### src/eig_consts.svh
/*
 * Constants for the enclave instruction gate: register indices, field
 * positions, leaf numbers and exception codes.
 * Assumes it is included once per compilation unit by bare name.
 */
`ifndef EIG_CONSTS_SVH
`define EIG_CONSTS_SVH

// ==========================================================
// register indices (word address)
`define EIG_REG_FEAT_LO      4'h0
`define EIG_REG_FEAT_HI      4'h1
`define EIG_REG_BMAP_LO      4'h2
`define EIG_REG_BMAP_HI      4'h3
`define EIG_REG_VMCTL        4'h4
`define EIG_REG_CAPS         4'h5
`define EIG_REG_STATUS       4'h6
`define EIG_REG_KEY0         4'h8
`define EIG_KEY_WORDS        8

// ==========================================================
// feature control fields
`define EIG_FC_LOCK          0
`define EIG_FC_LAUNCH_KEY_WRITE_ENABLE         17
`define EIG_FC_EN            18
`define EIG_FEAT_RESET       32'h0000_0000

// ==========================================================
// leaf numbers and exception codes
`define EIG_LEAF_DBG_RD      6'h04
`define EIG_LEAF_DBG_WR      6'h05
`define EIG_LEAF_ENTER       6'h02
`define EIG_LEAF_RESUME      6'h03
`define EIG_LEAF_EXIT        6'h04
`define EIG_EXC_NONE         3'h0
`define EIG_EXC_UD           3'h1
`define EIG_EXC_GP0          3'h2
`define EIG_EXC_VMEXIT       3'h3

`endif

### src/eig_pkg.sv
/*
 * Types for the enclave instruction gate.
 * Assumes eig_consts.svh is compiled alongside.
 */
package eig_pkg;
    typedef struct packed {
        logic [31:0] base;
        logic [31:0] limit;
        logic [7:0]  attr;
    } eig_seg_s;

    typedef enum logic [1:0] {
        EIG_ST_OUT,
        EIG_ST_IN
    } eig_mode_e;
endpackage

### src/eig_seg_if.sv
/*
 * Carrier for the thread-local segment pair between the gate and its
 * save/restore store.
 * Assumes a single core clock.
 */
`timescale 1ns/10ps
interface eig_seg_if;
    eig_pkg::eig_seg_s seg_a_in;
    eig_pkg::eig_seg_s seg_b_in;
    logic              save;
    logic              restore;
    eig_pkg::eig_seg_s seg_a_saved;
    eig_pkg::eig_seg_s seg_b_saved;
    modport gate  (output seg_a_in, output seg_b_in, output save, output restore,
                   input seg_a_saved, input seg_b_saved);
    modport store (input seg_a_in, input seg_b_in, input save, input restore,
                   output seg_a_saved, output seg_b_saved);
endinterface

### src/eig_seg_store.sv
/*
 * Holds the outside-enclave thread-local segment pair across an enclave
 * stay, hidden parts included.
 * Assumes save and restore never fire together.
 */
`timescale 1ns/10ps
module eig_seg_store (
    input  wire logic REF_CLK,  // core clock
    input  wire logic RST,      // async reset
    eig_seg_if.store  sif       // segment carrier
);
    typedef struct packed {
        eig_pkg::eig_seg_s a;
        eig_pkg::eig_seg_s b;
    } eig_store_s;

    eig_store_s st;
    eig_store_s next_st;

    always_comb begin
        next_st = st;
        if (sif.save) begin
            next_st.a = sif.seg_a_in;
            next_st.b = sif.seg_b_in;
        end
    end

    always_ff @(posedge REF_CLK or posedge RST) begin
        if (RST) begin
            st <= '0;
        end else begin
            st <= next_st;
        end
    end

    assign sif.seg_a_saved = st.a;
    assign sif.seg_b_saved = st.b;
endmodule

### src/eig_gate.sv
/*
 * Enclave instruction gate: decides per attempted enclave instruction
 * whether it raises #UD, #GP(0), a guest exit, or proceeds; manages the
 * thread-local segment swap on entry and exit; owns the feature control,
 * exit bitmap and launch key hash registers.
 * Assumes core state inputs are synchronous to REF_CLK and an instruction
 * request is a one-cycle pulse.
 */
// The strobed register port and the register offsets were left to the implementer.
`timescale 1ns/10ps
`include "eig_consts.svh"

module eig_gate (
    input  wire logic        REF_CLK,        // core clock, 100 MHz
    input  wire logic        RST,            // async reset, active high
    input  wire logic [3:0]  REG_ADDR,       // register word index
    input  wire logic [31:0] REG_WDATA,      // register write data
    input  wire logic        REG_WR,         // write strobe
    input  wire logic        REG_RD,         // read strobe
    output logic      [31:0] REG_RDATA,      // read data, next cycle
    input  wire logic        PROT_MODE,      // protected mode
    input  wire logic        SMM_MODE,       // system management mode
    input  wire logic        V86_MODE,       // virtual-8086 mode
    input  wire logic        PAGING_EN,      // paging enable bit
    input  wire logic        LONG_MODE,      // 64-bit mode
    input  wire logic        GUEST_MODE,     // running as guest
    input  wire logic [1:0]  PRIV_LEVEL,     // current privilege level
    input  wire logic        CAP_LEAF_SET1,  // first leaf collection supported
    input  wire logic        CAP_LAUNCH,     // launch control supported
    input  wire logic        INSN_VALID,     // enclave instruction attempt
    input  wire logic        INSN_SUPER,     // supervisor (1) or user (0)
    input  wire logic [5:0]  INSN_LEAF,      // leaf number
    input  wire logic        PFX_OPSIZE,     // operand-size prefix present
    input  wire logic        DS_USABLE,      // data segment usable
    input  wire logic        DS_EXP_DOWN,    // data segment expand-down
    input  wire logic [31:0] DS_BASE,        // data segment base
    input  wire logic [31:0] DS_LIMIT,       // data segment limit
    input  wire logic [7:0]  DS_ATTR,        // data segment rights
    input  wire logic        OTHER_BASE_NZ,  // some usable other segment base nonzero
    input  wire logic        ENCL_MODE64,    // enclave wide mode attribute
    input  wire logic [31:0] ENCL_BASE,      // enclave base address
    input  wire logic [31:0] SEG_A_OFS,      // thread seg a offset
    input  wire logic [31:0] SEG_A_LIM,      // thread seg a limit
    input  wire logic [31:0] SEG_B_OFS,      // thread seg b offset
    input  wire logic [31:0] SEG_B_LIM,      // thread seg b limit
    input  wire eig_pkg::eig_seg_s CUR_SEG_A,  // live thread seg a
    input  wire eig_pkg::eig_seg_s CUR_SEG_B,  // live thread seg b
    input  wire logic        ASYNC_EXIT,     // asynchronous exit event
    input  wire logic        SEG_WRITE_INSN, // segment-modifying insn in enclave
    input  wire logic        BASE_WR_INSN,   // thread base write insn
    input  wire logic        BASE_WR_SEL,    // 0 seg a, 1 seg b
    input  wire logic [31:0] BASE_WR_DATA,   // new base value
    output logic             DONE,           // verdict pulse
    output logic [2:0]       EXC_CODE,       // verdict code
    output logic             ADDR_WIDE,      // operand address width 64
    output logic             IN_ENCLAVE,     // inside enclave
    output logic             SEG_LOAD,       // pulse: load SEG_A/SEG_B
    output eig_pkg::eig_seg_s SEG_A,         // thread seg a to load
    output eig_pkg::eig_seg_s SEG_B,         // thread seg b to load
    output logic             AVAILABLE,      // extensions available
    output logic             KEY_PRESENT     // key hash regs implemented
);
    // ==========================================================
    // state
    typedef struct packed {
        logic [31:0]       feat;
        logic [63:0]       bmap;
        logic              exit_ctl;
        logic [`EIG_KEY_WORDS-1:0][31:0] key;
        logic [31:0]       rdata;
        logic              done;
        logic [2:0]        exc;
        logic              wide;
        eig_pkg::eig_mode_e mode;
        logic              mode64;
        logic              seg_load;
        eig_pkg::eig_seg_s seg_a;
        eig_pkg::eig_seg_s seg_b;
        logic [31:0]       ssa_a;
        logic [31:0]       ssa_b;
        logic              avail;
        logic              keyp;
    } eig_state_s;

    eig_state_s r;
    eig_state_s next_r;

    eig_seg_if sif ();

    eig_seg_store u_store (
        .REF_CLK (REF_CLK),
        .RST     (RST),
        .sif     (sif.store)
    );

    // ==========================================================
    // decode helpers
    function automatic logic fc_locked(input logic [31:0] f);
        return f[`EIG_FC_LOCK];
    endfunction

    function automatic logic seg_inside(input logic [31:0] b, input logic [31:0] l,
                                        input logic [31:0] db, input logic [31:0] dl);
        logic [32:0] top;
        logic [32:0] dtop;
        top  = {1'b0, b} + {1'b0, l};
        dtop = {1'b0, db} + {1'b0, dl};
        return (b >= db) && (top <= dtop);
    endfunction

    logic avail_now;
    logic key_impl;
    logic key_wr_ok;
    logic is_entry;
    logic [31:0] a_base;
    logic [31:0] b_base;
    eig_pkg::eig_seg_s new_a;
    eig_pkg::eig_seg_s new_b;

    always_comb begin
        avail_now = r.feat[`EIG_FC_EN] && fc_locked(r.feat);
        key_impl  = CAP_LEAF_SET1 && CAP_LAUNCH;
        key_wr_ok = key_impl && r.feat[`EIG_FC_LAUNCH_KEY_WRITE_ENABLE] && fc_locked(r.feat);
        is_entry  = !INSN_SUPER && (INSN_LEAF == `EIG_LEAF_ENTER ||
                    INSN_LEAF == `EIG_LEAF_RESUME);
        a_base    = SEG_A_OFS + ENCL_BASE;
        b_base    = SEG_B_OFS + ENCL_BASE;
        new_a     = '{base: a_base, limit: SEG_A_LIM, attr: DS_ATTR};
        new_b     = '{base: b_base, limit: SEG_B_LIM, attr: DS_ATTR};
        // resume brings back bases written inside a 64-bit enclave
        if (INSN_LEAF == `EIG_LEAF_RESUME && ENCL_MODE64) begin
            new_a.base = r.ssa_a;
            new_b.base = r.ssa_b;
        end
    end

    // ==========================================================
    // next state
    always_comb begin
        next_r          = r;
        next_r.done     = 1'b0;
        next_r.seg_load = 1'b0;
        next_r.avail    = avail_now;
        next_r.keyp     = key_impl;
        sif.save        = 1'b0;
        sif.restore     = 1'b0;
        sif.seg_a_in    = CUR_SEG_A;
        sif.seg_b_in    = CUR_SEG_B;

        // register writes; the lock bit freezes feature control
        if (REG_WR) begin
            unique case (REG_ADDR)
                `EIG_REG_FEAT_LO: if (!fc_locked(r.feat)) next_r.feat = REG_WDATA;
                `EIG_REG_BMAP_LO: next_r.bmap[31:0]  = REG_WDATA;
                `EIG_REG_BMAP_HI: next_r.bmap[63:32] = REG_WDATA;
                `EIG_REG_VMCTL:   next_r.exit_ctl    = REG_WDATA[0];
                default: begin
                    if (REG_ADDR >= `EIG_REG_KEY0 && key_wr_ok) begin
                        next_r.key[REG_ADDR[2:0]] = REG_WDATA;
                    end
                end
            endcase
        end
        if (REG_RD) begin
            unique case (REG_ADDR)
                `EIG_REG_FEAT_LO: next_r.rdata = r.feat;
                `EIG_REG_BMAP_LO: next_r.rdata = r.bmap[31:0];
                `EIG_REG_BMAP_HI: next_r.rdata = r.bmap[63:32];
                `EIG_REG_VMCTL:   next_r.rdata = {31'h0, r.exit_ctl};
                // capabilities only; enable bit deliberately absent
                `EIG_REG_CAPS:    next_r.rdata = {30'h0, CAP_LAUNCH, CAP_LEAF_SET1};
                `EIG_REG_STATUS:  next_r.rdata = {29'h0, r.mode64,
                                                  r.mode == eig_pkg::EIG_ST_IN, avail_now};
                default: next_r.rdata = (REG_ADDR >= `EIG_REG_KEY0 && key_impl) ?
                                        r.key[REG_ADDR[2:0]] : 32'h0000_0000;
            endcase
        end

        // inside-enclave events
        if (r.mode == eig_pkg::EIG_ST_IN) begin
            if (SEG_WRITE_INSN) begin
                next_r.done = 1'b1;
                next_r.exc  = `EIG_EXC_UD;
            end
            if (BASE_WR_INSN && r.mode64) begin
                if (BASE_WR_SEL) next_r.ssa_b = BASE_WR_DATA;
                else             next_r.ssa_a = BASE_WR_DATA;
            end else if (BASE_WR_INSN) begin
                next_r.done = 1'b1;
                next_r.exc  = `EIG_EXC_UD;
            end
            if (ASYNC_EXIT) begin
                sif.restore     = 1'b1;
                next_r.seg_a    = sif.seg_a_saved;
                next_r.seg_b    = sif.seg_b_saved;
                next_r.seg_load = 1'b1;
                next_r.mode     = eig_pkg::EIG_ST_OUT;
            end
        end

        // instruction verdict, in fixed order
        if (INSN_VALID) begin
            next_r.done = 1'b1;
            next_r.wide = LONG_MODE;
            // operands are data-segment offsets; override prefix never consulted
            if (!PROT_MODE || SMM_MODE || V86_MODE || !avail_now) begin
                next_r.exc = `EIG_EXC_UD;
            end else if (!PAGING_EN && !(INSN_SUPER &&
                         (INSN_LEAF == `EIG_LEAF_DBG_RD || INSN_LEAF == `EIG_LEAF_DBG_WR))) begin
                next_r.exc = `EIG_EXC_UD;
            end else if (PFX_OPSIZE) begin
                next_r.exc = `EIG_EXC_UD;
            end else if (INSN_SUPER && PRIV_LEVEL != 2'h0) begin
                next_r.exc = `EIG_EXC_GP0;
            end else if (INSN_SUPER && GUEST_MODE && r.exit_ctl && r.bmap[INSN_LEAF]) begin
                next_r.exc = `EIG_EXC_VMEXIT;
            end else if (!DS_USABLE || DS_EXP_DOWN) begin
                next_r.exc = `EIG_EXC_GP0;
            end else if (is_entry) begin
                if (OTHER_BASE_NZ || PRIV_LEVEL != 2'h3 || ENCL_MODE64 != LONG_MODE ||
                    !seg_inside(new_a.base, new_a.limit, DS_BASE, DS_LIMIT) ||
                    !seg_inside(new_b.base, new_b.limit, DS_BASE, DS_LIMIT)) begin
                    next_r.exc = `EIG_EXC_GP0;
                end else begin
                    next_r.exc      = `EIG_EXC_NONE;
                    sif.save        = 1'b1;
                    next_r.seg_a    = new_a;
                    next_r.seg_b    = new_b;
                    next_r.seg_load = 1'b1;
                    next_r.mode     = eig_pkg::EIG_ST_IN;
                    next_r.mode64   = ENCL_MODE64;
                    if (INSN_LEAF == `EIG_LEAF_ENTER) begin
                        next_r.ssa_a = a_base;
                        next_r.ssa_b = b_base;
                    end
                end
            end else if (!INSN_SUPER && INSN_LEAF == `EIG_LEAF_EXIT &&
                         r.mode == eig_pkg::EIG_ST_IN) begin
                next_r.exc      = `EIG_EXC_NONE;
                sif.restore     = 1'b1;
                next_r.seg_a    = sif.seg_a_saved;
                next_r.seg_b    = sif.seg_b_saved;
                next_r.seg_load = 1'b1;
                next_r.mode     = eig_pkg::EIG_ST_OUT;
            end else begin
                // accessed/dirty updates are the pager's, never rolled back
                next_r.exc = `EIG_EXC_NONE;
            end
        end
    end

    always_ff @(posedge REF_CLK or posedge RST) begin
        if (RST) begin
            r      <= '0;
            r.feat <= `EIG_FEAT_RESET;
            r.mode <= eig_pkg::EIG_ST_OUT;
        end else begin
            r <= next_r;
        end
    end

    assign REG_RDATA   = r.rdata;
    assign DONE        = r.done;
    assign EXC_CODE    = r.exc;
    assign ADDR_WIDE   = r.wide;
    assign IN_ENCLAVE  = (r.mode == eig_pkg::EIG_ST_IN);
    assign SEG_LOAD    = r.seg_load;
    assign SEG_A       = r.seg_a;
    assign SEG_B       = r.seg_b;
    assign AVAILABLE   = r.avail;
    assign KEY_PRESENT = r.keyp;

    // ==========================================================
    // checks
    unavail_ud_a: assert property (@(posedge REF_CLK) disable iff (RST)
        INSN_VALID && (SMM_MODE || V86_MODE || !PROT_MODE) |=> DONE && EXC_CODE == `EIG_EXC_UD)
        else $error("illegal mode did not raise invalid opcode");
    paging_ud_a: assert property (@(posedge REF_CLK) disable iff (RST)
        INSN_VALID && !INSN_SUPER && !PAGING_EN |=> EXC_CODE == `EIG_EXC_UD)
        else $error("paging off did not raise invalid opcode");
    avail_gate_a: assert property (@(posedge REF_CLK) disable iff (RST)
        AVAILABLE |-> $past(r.feat[`EIG_FC_EN] && r.feat[`EIG_FC_LOCK]))
        else $error("available without enable and lock");
    opsize_ud_a: assert property (@(posedge REF_CLK) disable iff (RST)
        INSN_VALID && PFX_OPSIZE |=> EXC_CODE != `EIG_EXC_NONE)
        else $error("operand-size prefix accepted");
    ds_check_a: assert property (@(posedge REF_CLK) disable iff (RST)
        INSN_VALID && !DS_USABLE |=> EXC_CODE != `EIG_EXC_NONE)
        else $error("unusable data segment accepted");
    segwr_ud_a: assert property (@(posedge REF_CLK) disable iff (RST)
        IN_ENCLAVE && SEG_WRITE_INSN && !INSN_VALID |=> DONE && EXC_CODE == `EIG_EXC_UD)
        else $error("segment write inside enclave not refused");
    bitmap_exit_a: assert property (@(posedge REF_CLK) disable iff (RST)
        INSN_VALID && INSN_SUPER && GUEST_MODE && r.exit_ctl && r.bmap[INSN_LEAF] &&
        PRIV_LEVEL == 2'h0 && PROT_MODE && !SMM_MODE && !V86_MODE && avail_now &&
        PAGING_EN && !PFX_OPSIZE |=> DONE && EXC_CODE == `EIG_EXC_VMEXIT)
        else $error("bitmap exit check broken");
    noexit_off_a: assert property (@(posedge REF_CLK) disable iff (RST)
        INSN_VALID && !r.exit_ctl |=> EXC_CODE != `EIG_EXC_VMEXIT)
        else $error("guest exit with exiting control off");
    priv_first_a: assert property (@(posedge REF_CLK) disable iff (RST)
        INSN_VALID && INSN_SUPER && PRIV_LEVEL != 2'h0 && PROT_MODE && !SMM_MODE &&
        !V86_MODE && avail_now && PAGING_EN && !PFX_OPSIZE |=> EXC_CODE == `EIG_EXC_GP0)
        else $error("bitmap evaluated before privilege check");
endmodule

### config.mk
export PLATFORM = sky130hd
export DESIGN_NAME = eig_gate
export DESIGN_NICKNAME = d
export VERILOG_FILES = /design/src/eig_pkg.sv /design/src/eig_seg_if.sv /design/src/eig_seg_store.sv /design/src/eig_gate.sv
export VERILOG_INCLUDE_DIRS = /design/src
export SDC_FILE = /design/constraint.sdc
export NUM_CORES = 2
export LEC_CHECK = 0
export BUFFER_PORTS_ARGS = -buffer_cell sky130_fd_sc_hd__buf_2
export CORE_MARGIN = 4
export CORE_UTILIZATION = 60
export CTS_BUF_LIST = sky130_fd_sc_hd__clkbuf_2 sky130_fd_sc_hd__clkbuf_4 sky130_fd_sc_hd__clkbuf_8
export DETAILED_ROUTE_END_ITERATION = 8
export PLACE_DENSITY = 0.93
export SYNTH_ARGS = -nofsm -noshare
export SYNTH_HDL_FRONTEND = slang
export SYNTH_SLANG_ARGS = --single-unit
export TNS_END_PERCENT = 20
### constraint.sdc
create_clock -name REF_CLK -period 25.5 [get_ports REF_CLK]
set_input_delay 2.55 -clock REF_CLK [delete_from_list [all_inputs] [get_ports REF_CLK]]
set_output_delay 2.55 -clock REF_CLK [all_outputs]
set_load 0.01 [all_outputs]
### After elaboration in Yosys (flattened, before gate mapping)

Index checks and enable logic that the tools add are counted.

| word-level totals | value |
|---|---|
| flip-flop bits (word level) | 748 |
| output and inout port bits | 185 |
| word-level logic and storage cells | 174 |
| input port bits | 475 |

| cells by class | value |
|---|---|
| reduce and logical (&&, ||, !) cells | 49 |
| eq/ne operators | 12 |
| multiplexer cells | 55 |
| magnitude comparators | 8 |
| add/sub/neg operators | 5 |
| bitwise logic cells | 9 |

Operators by type and width:

| cell | number |
|---|---|
| two-way mux 212 bit | 7 |
| two-way mux 145 bit | 3 |
| bitwise mux 256 bit | 1 |
| two-way mux 32 bit | 7 |
| two-way mux 217 bit | 1 |
| two-way mux 209 bit | 1 |
| two-way mux 64 bit | 3 |
| one-hot mux 32 bit (6 select lines) | 1 |
| adder 32 x 32 -> 33 bit | 3 |
| binary-select mux 32 bit (select 3 bit) | 1 |
| demux 32 bit (select 3 bit) | 1 |
| <= comparator 33 bit | 2 |
| adder 32 bit | 2 |
| greater-or-equal comparator 32 bit | 2 |
| two-way mux 3 bit | 7 |
| logical AND 1 bit | 20 |
| two-way mux 4 bit | 4 |
| == test 4 x 3 -> 1 bit, second input constant | 3 |
| == test 6 x 2 -> 1 bit, second input constant | 2 |
| == test 6 x 3 -> 1 bit, second input constant | 2 |
| two-way mux 1 bit | 12 |
| logical OR 1 bit | 10 |
| two-way mux 2 bit | 5 |
| inverter 1 bit | 9 |
| other kinds (16) | 29 |

### Depth between registers and ports, before layout

| logic depth | value |
|---|---|
| word-level depth | 18 |
| mapped depth | 38 |
| mapped depth without buffers | 36 |

### Hierarchy

Synthesis repeated with hierarchy kept, for this count alone.

| second synthesis, totals | value |
|---|---|
| cell total of the unflattened synthesis | 4589 |
| area total of the unflattened synthesis | 47256.6 µm² |

By module, submodules not included:

| module | times used | cells each | area each (µm²) |
|---|---|---|---|
| eig_gate | 1 | 4284 | 41672.5 |
| eig_seg_store | 1 | 305 | 5584.1 |

### Least setup slack after synthesis

OpenSTA, ideal clock, no wires.

| path | value |
|---|---|
| path type | input -> register |
| start point | input port ENCL_BASE[0] |
| end point | register r[61] (netlist name) |
| buffers on the path | 2 |
| data arrival time | 9.496 ns |
| stages | 34 |
| library setup time | 0.124 ns |
| data required time | 25.376 ns |
| path slack | 15.880 ns |
| cell sequence | ha_1 inv_1 fa_1 nor2b_1 o31a_1 o31a_1 a21oi_1 nor2_1 or2_2 o21ai_0 ha_1 and3_1 o2111a_1 a221oi_1 nand3_1 a21oi_1 o21ai_0 or4_1 a31o_2 a21oi_1 xnor2_1 ha_1 and4_1 nand4_1 nor3_1 nand4_1 a31oi_1 nand4b_1 or3_1 nor4b_1 clkbuf_1 clkbuf_1 o21a_1 nor2_1 |

RTL lines:

| element | RTL line | RTL |
|---|---|---|
| start, declared | eig_gate.sv:41 | `input wire logic [31:0] ENCL_BASE,` |
| end signal, assigned | eig_gate.sv:258 | `r <= next_r;` |
| end, declared | eig_gate.sv:85 | `eig_state_s r;` |

==> flow_metrics.tcl <==
set metrics [dict create \
    clk_pin_slew_ps 60 \
    synth-simple-area-share 0.134 \
    use_met1 0.515 \
    fp.dieW_microns 291 \
    drt_iter0_markers 6007 \
    powerDensity_nw_per_um2 65.4 \
    fin_nets 6233 \
    hold_buffers 0 \
    netlist_area_sq_um 47900 \
    cts_resized 0 \
    pre_cts_ws_ps 13880 \
    start_kind "input pin" \
    worstHoldStart "u_store.sif.seg_a_saved[62]$_DFFE_PP0P_" \
    cts.sinks 748 \
    skew_ps 84.0 \
    grt_pass1_vias 44285 \
    cp_max_fo 128 \
    synthCells 5075 \
    grt_pass1_wl_microns 273000 \
    ys_ff_latch 748 \
    min_period_over_period 0.438 \
    status "finished with violations" \
    max_slew_margin 0.0673 \
    synth_compound_area_frac 0.161 \
    p_leak_nw 28.0 \
    crit_type "input pin to flip-flop" \
    grt_busiest_layer "met2" \
    antenna_found_initial 59 \
    instances_no_fill 6646 \
    drv_slew 0 \
    synth_mux_area_frac 0.149 \
    final_common_cell "nand2_1" \
    finalSetupTns_ps 0 \
    hold_viol_final 0 \
    crit_required_ps 26110 \
    drcViolationCount 32 \
    grt_max_degree 188 \
    cts_buffer_depth 3 \
    postPlaceCellArea_sq_um 50700 \
    worst_slew_pin_slew_ps 1390 \
    ys_seq_area_frac 0.390 \
    fmax_ghz 0.0896 \
    num_vias 45308 \
    synth_top_family_by_area "compound AO/OA/AOI/OAI gates" \
    cts_tree "yes" \
    htreeDepth 4 \
    drive_above_1_share 0.264 \
    setup_viol 0 \
    synth-xor-area-share 0.0256 \
    synth.distinct_cells 82 \
    dp_cells 6382 \
    clock_latency_ps 860 \
    post-route-util 0.679 \
    fp.coreArea_sq_um 79100 \
    first_pass_iters 9 \
    fp-row-count 103 \
    fillers 5612 \
    cp.arrival_ps 11780 \
    die_h_microns 291 \
    num_io_pins 660 \
    syn-num-nets 5843 \
    die-area_sq_um 84500 \
    layout.cells.most_common_list "nand2_1, dfrtp_1, buf_2" \
    use_met3 0.144 \
    ir_worst_vdd_uv 66.9 \
    hp-class "flip-flop to flip-flop" \
    rr_startpoint "r[3]$_DFF_PP0_" \
    dp_hpwl_microns 129000 \
    gp_congestion 1.00 \
    ant_nets 0 \
    violations "DRC" \
    cts_setup_buffers 0 \
    rsz0062_at_grt "false" \
    yosysWarnings 0 \
    wl_per_cell_microns 28.0 \
    fin_ws_ps 14340 \
    numCtsBuffers 131 \
    synthArstFlopShare 1.00 \
    cp-end-kind "flip-flop" \
    layout_min_cycle_time_ps 11160 \
    synth_edf_count 0 \
    synth-main-ff-cell "dfrtp_1" \
    final_cell_area_sq_um 53800 \
    yosys.area_share.adder 0.0773 \
    gr-total-overflow 0 \
    startpoint "INSN_LEAF[4]" \
    io_buffers 659 \
    grt_usage 0.421 \
    wl_microns 186000 \
    gr-usage-met2 0.632 \
    area_growth_pct 12.1 \
    cap_violations 0 \
    clockRootBuffer "clkbuf_8" \
    postSynthAreaPerCell_sq_um 9.45 \
    viasPerCell 6.82 \
    start_util 0.606 \
]
[sequential cells by signal, indices dropped and copies added (netlist names), 3 cells and up]
signal and flops:
r 420, SEG_A 72, SEG_B 72, u_store.sif.seg_a_saved 72, u_store.sif.seg_b_saved 72, REG_RDATA 32
EXC_CODE 3
[synthesized netlist by cell type, types with 11 or more instances]
cell type | count | area [sq um]
mux2_2 | 408 | 4590
a31oi_1 | 45 | 282
o21ai_0 | 271 | 1360
xor2_1 | 54 | 473
and3_1 | 15 | 93.8
buf_1 | 34 | 128
mux2i_1 | 166 | 1660
o22ai_1 | 29 | 181
buf_4 | 180 | 1350
dfrtp_1 | 748 | 18700
a21o_1 | 82 | 616
nand2b_1 | 31 | 194
ha_1 | 288 | 3600
nand3_1 | 55 | 275
nor3_1 | 145 | 726
nand4_1 | 32 | 200
o22a_1 | 11 | 96.3
o21bai_1 | 22 | 165
a21oi_1 | 372 | 1860
nand2_1 | 802 | 3010
a211oi_1 | 51 | 383
o21a_1 | 51 | 383
clkbuf_1 | 237 | 890
buf_6 | 12 | 135
nor2b_1 | 44 | 275
buf_2 | 27 | 135
nor2_1 | 291 | 1090
mux4_2 | 39 | 878
xnor2_1 | 86 | 753
o211ai_1 | 27 | 203
inv_1 | 84 | 315
a22o_1 | 20 | 175
a221oi_1 | 108 | 946
and2_1 | 15 | 93.8
a22oi_1 | 14 | 105
[worst max-delay path, stage by stage]
cell and delay, ps:
buf_2 190, or3_1 430, or3b_1 580, nor2_4 160, buf_4 680, o21ai_0 530, ha_1 500, and3_1 240
o2111a_1 190, a221oi_1 330, nand3_1 200, a21oi_1 240, o21ai_0 150, or4_1 440, a31o_2 250, a21oi_1 170
xnor2_1 90, ha_1 290, and4_1 210, nand4_1 120, nor3_1 290, nand4_1 170, a31oi_1 210, nand4b_1 230
or3_4 620, nor4b_2 290, buf_4 910, o21ai_0 330
[final timing paths]
| kind | endpoint | slack [ps] | cells past startpoint |
|---|---|---|---|
| worst max-delay path | r[58]$_DFF_PP0_ | 14340 | 28 |
| worst min-delay path | u_store.sif.seg_a_saved[62]$_DFFE_PP0P_ | 470 | 2 |
| worst max register to register | r[58]$_DFF_PP0_ | 17800 | 24 |
| worst min register to register | u_store.sif.seg_a_saved[62]$_DFFE_PP0P_ | 470 | 2 |
| max in group asynchronous | r[258]$_DFFE_PP0P_ | 21230 | 4 |
| min in group asynchronous | SEG_B[18]$_DFF_PP0_ | 1870 | 2 |
[cells by family after synthesis]
logic type               after synthesis
AND/OR/NAND/NOR                     1493
AO/OA/AOI/OAI                       1213
flip-flops                           748
multiplexers                         613
buffers and inverters                575
adder cells (fa/ha/maj)              293
XOR/XNOR                             140
[per-layer routing]
metal  wire, microns  share of wire
met1           64800           0.35
met2           80300           0.43
met3           24900           0.13
met4           15900          0.085
met5             264         0.0014
[where the power goes]
| part | total [mW] | switching [mW] | internal, mW |
|---|---|---|---|
| Sequential | 1.30 | 0.0600 | 1.24 |
| Combinational | 0.936 | 0.564 | 0.372 |
| Clock | 1.28 | 0.585 | 0.692 |
[cell type report]
cell class	instances	area (sq um)	share of cell area
clock buffer	193	2480	0.0462
tap	1050	1310	0.0244
sequential	748	18700	0.348
timing repair buffer	748	3990	0.0743
inverter	84	323	0.00600
clock inverter	33	467	0.00868
multi-input combinational	3752	26400	0.490
antenna	38	95.1	0.00177
[metrics by stage]
stage	power [mW]	hold slack [ps]
final	3.51	466
after global routing	3.63	485
after CTS	3.46	467
after detailed placement	2.19	455
after global placement	2.16	450
after floorplan	1.88	430
Power figures use the tool's default switching activity.
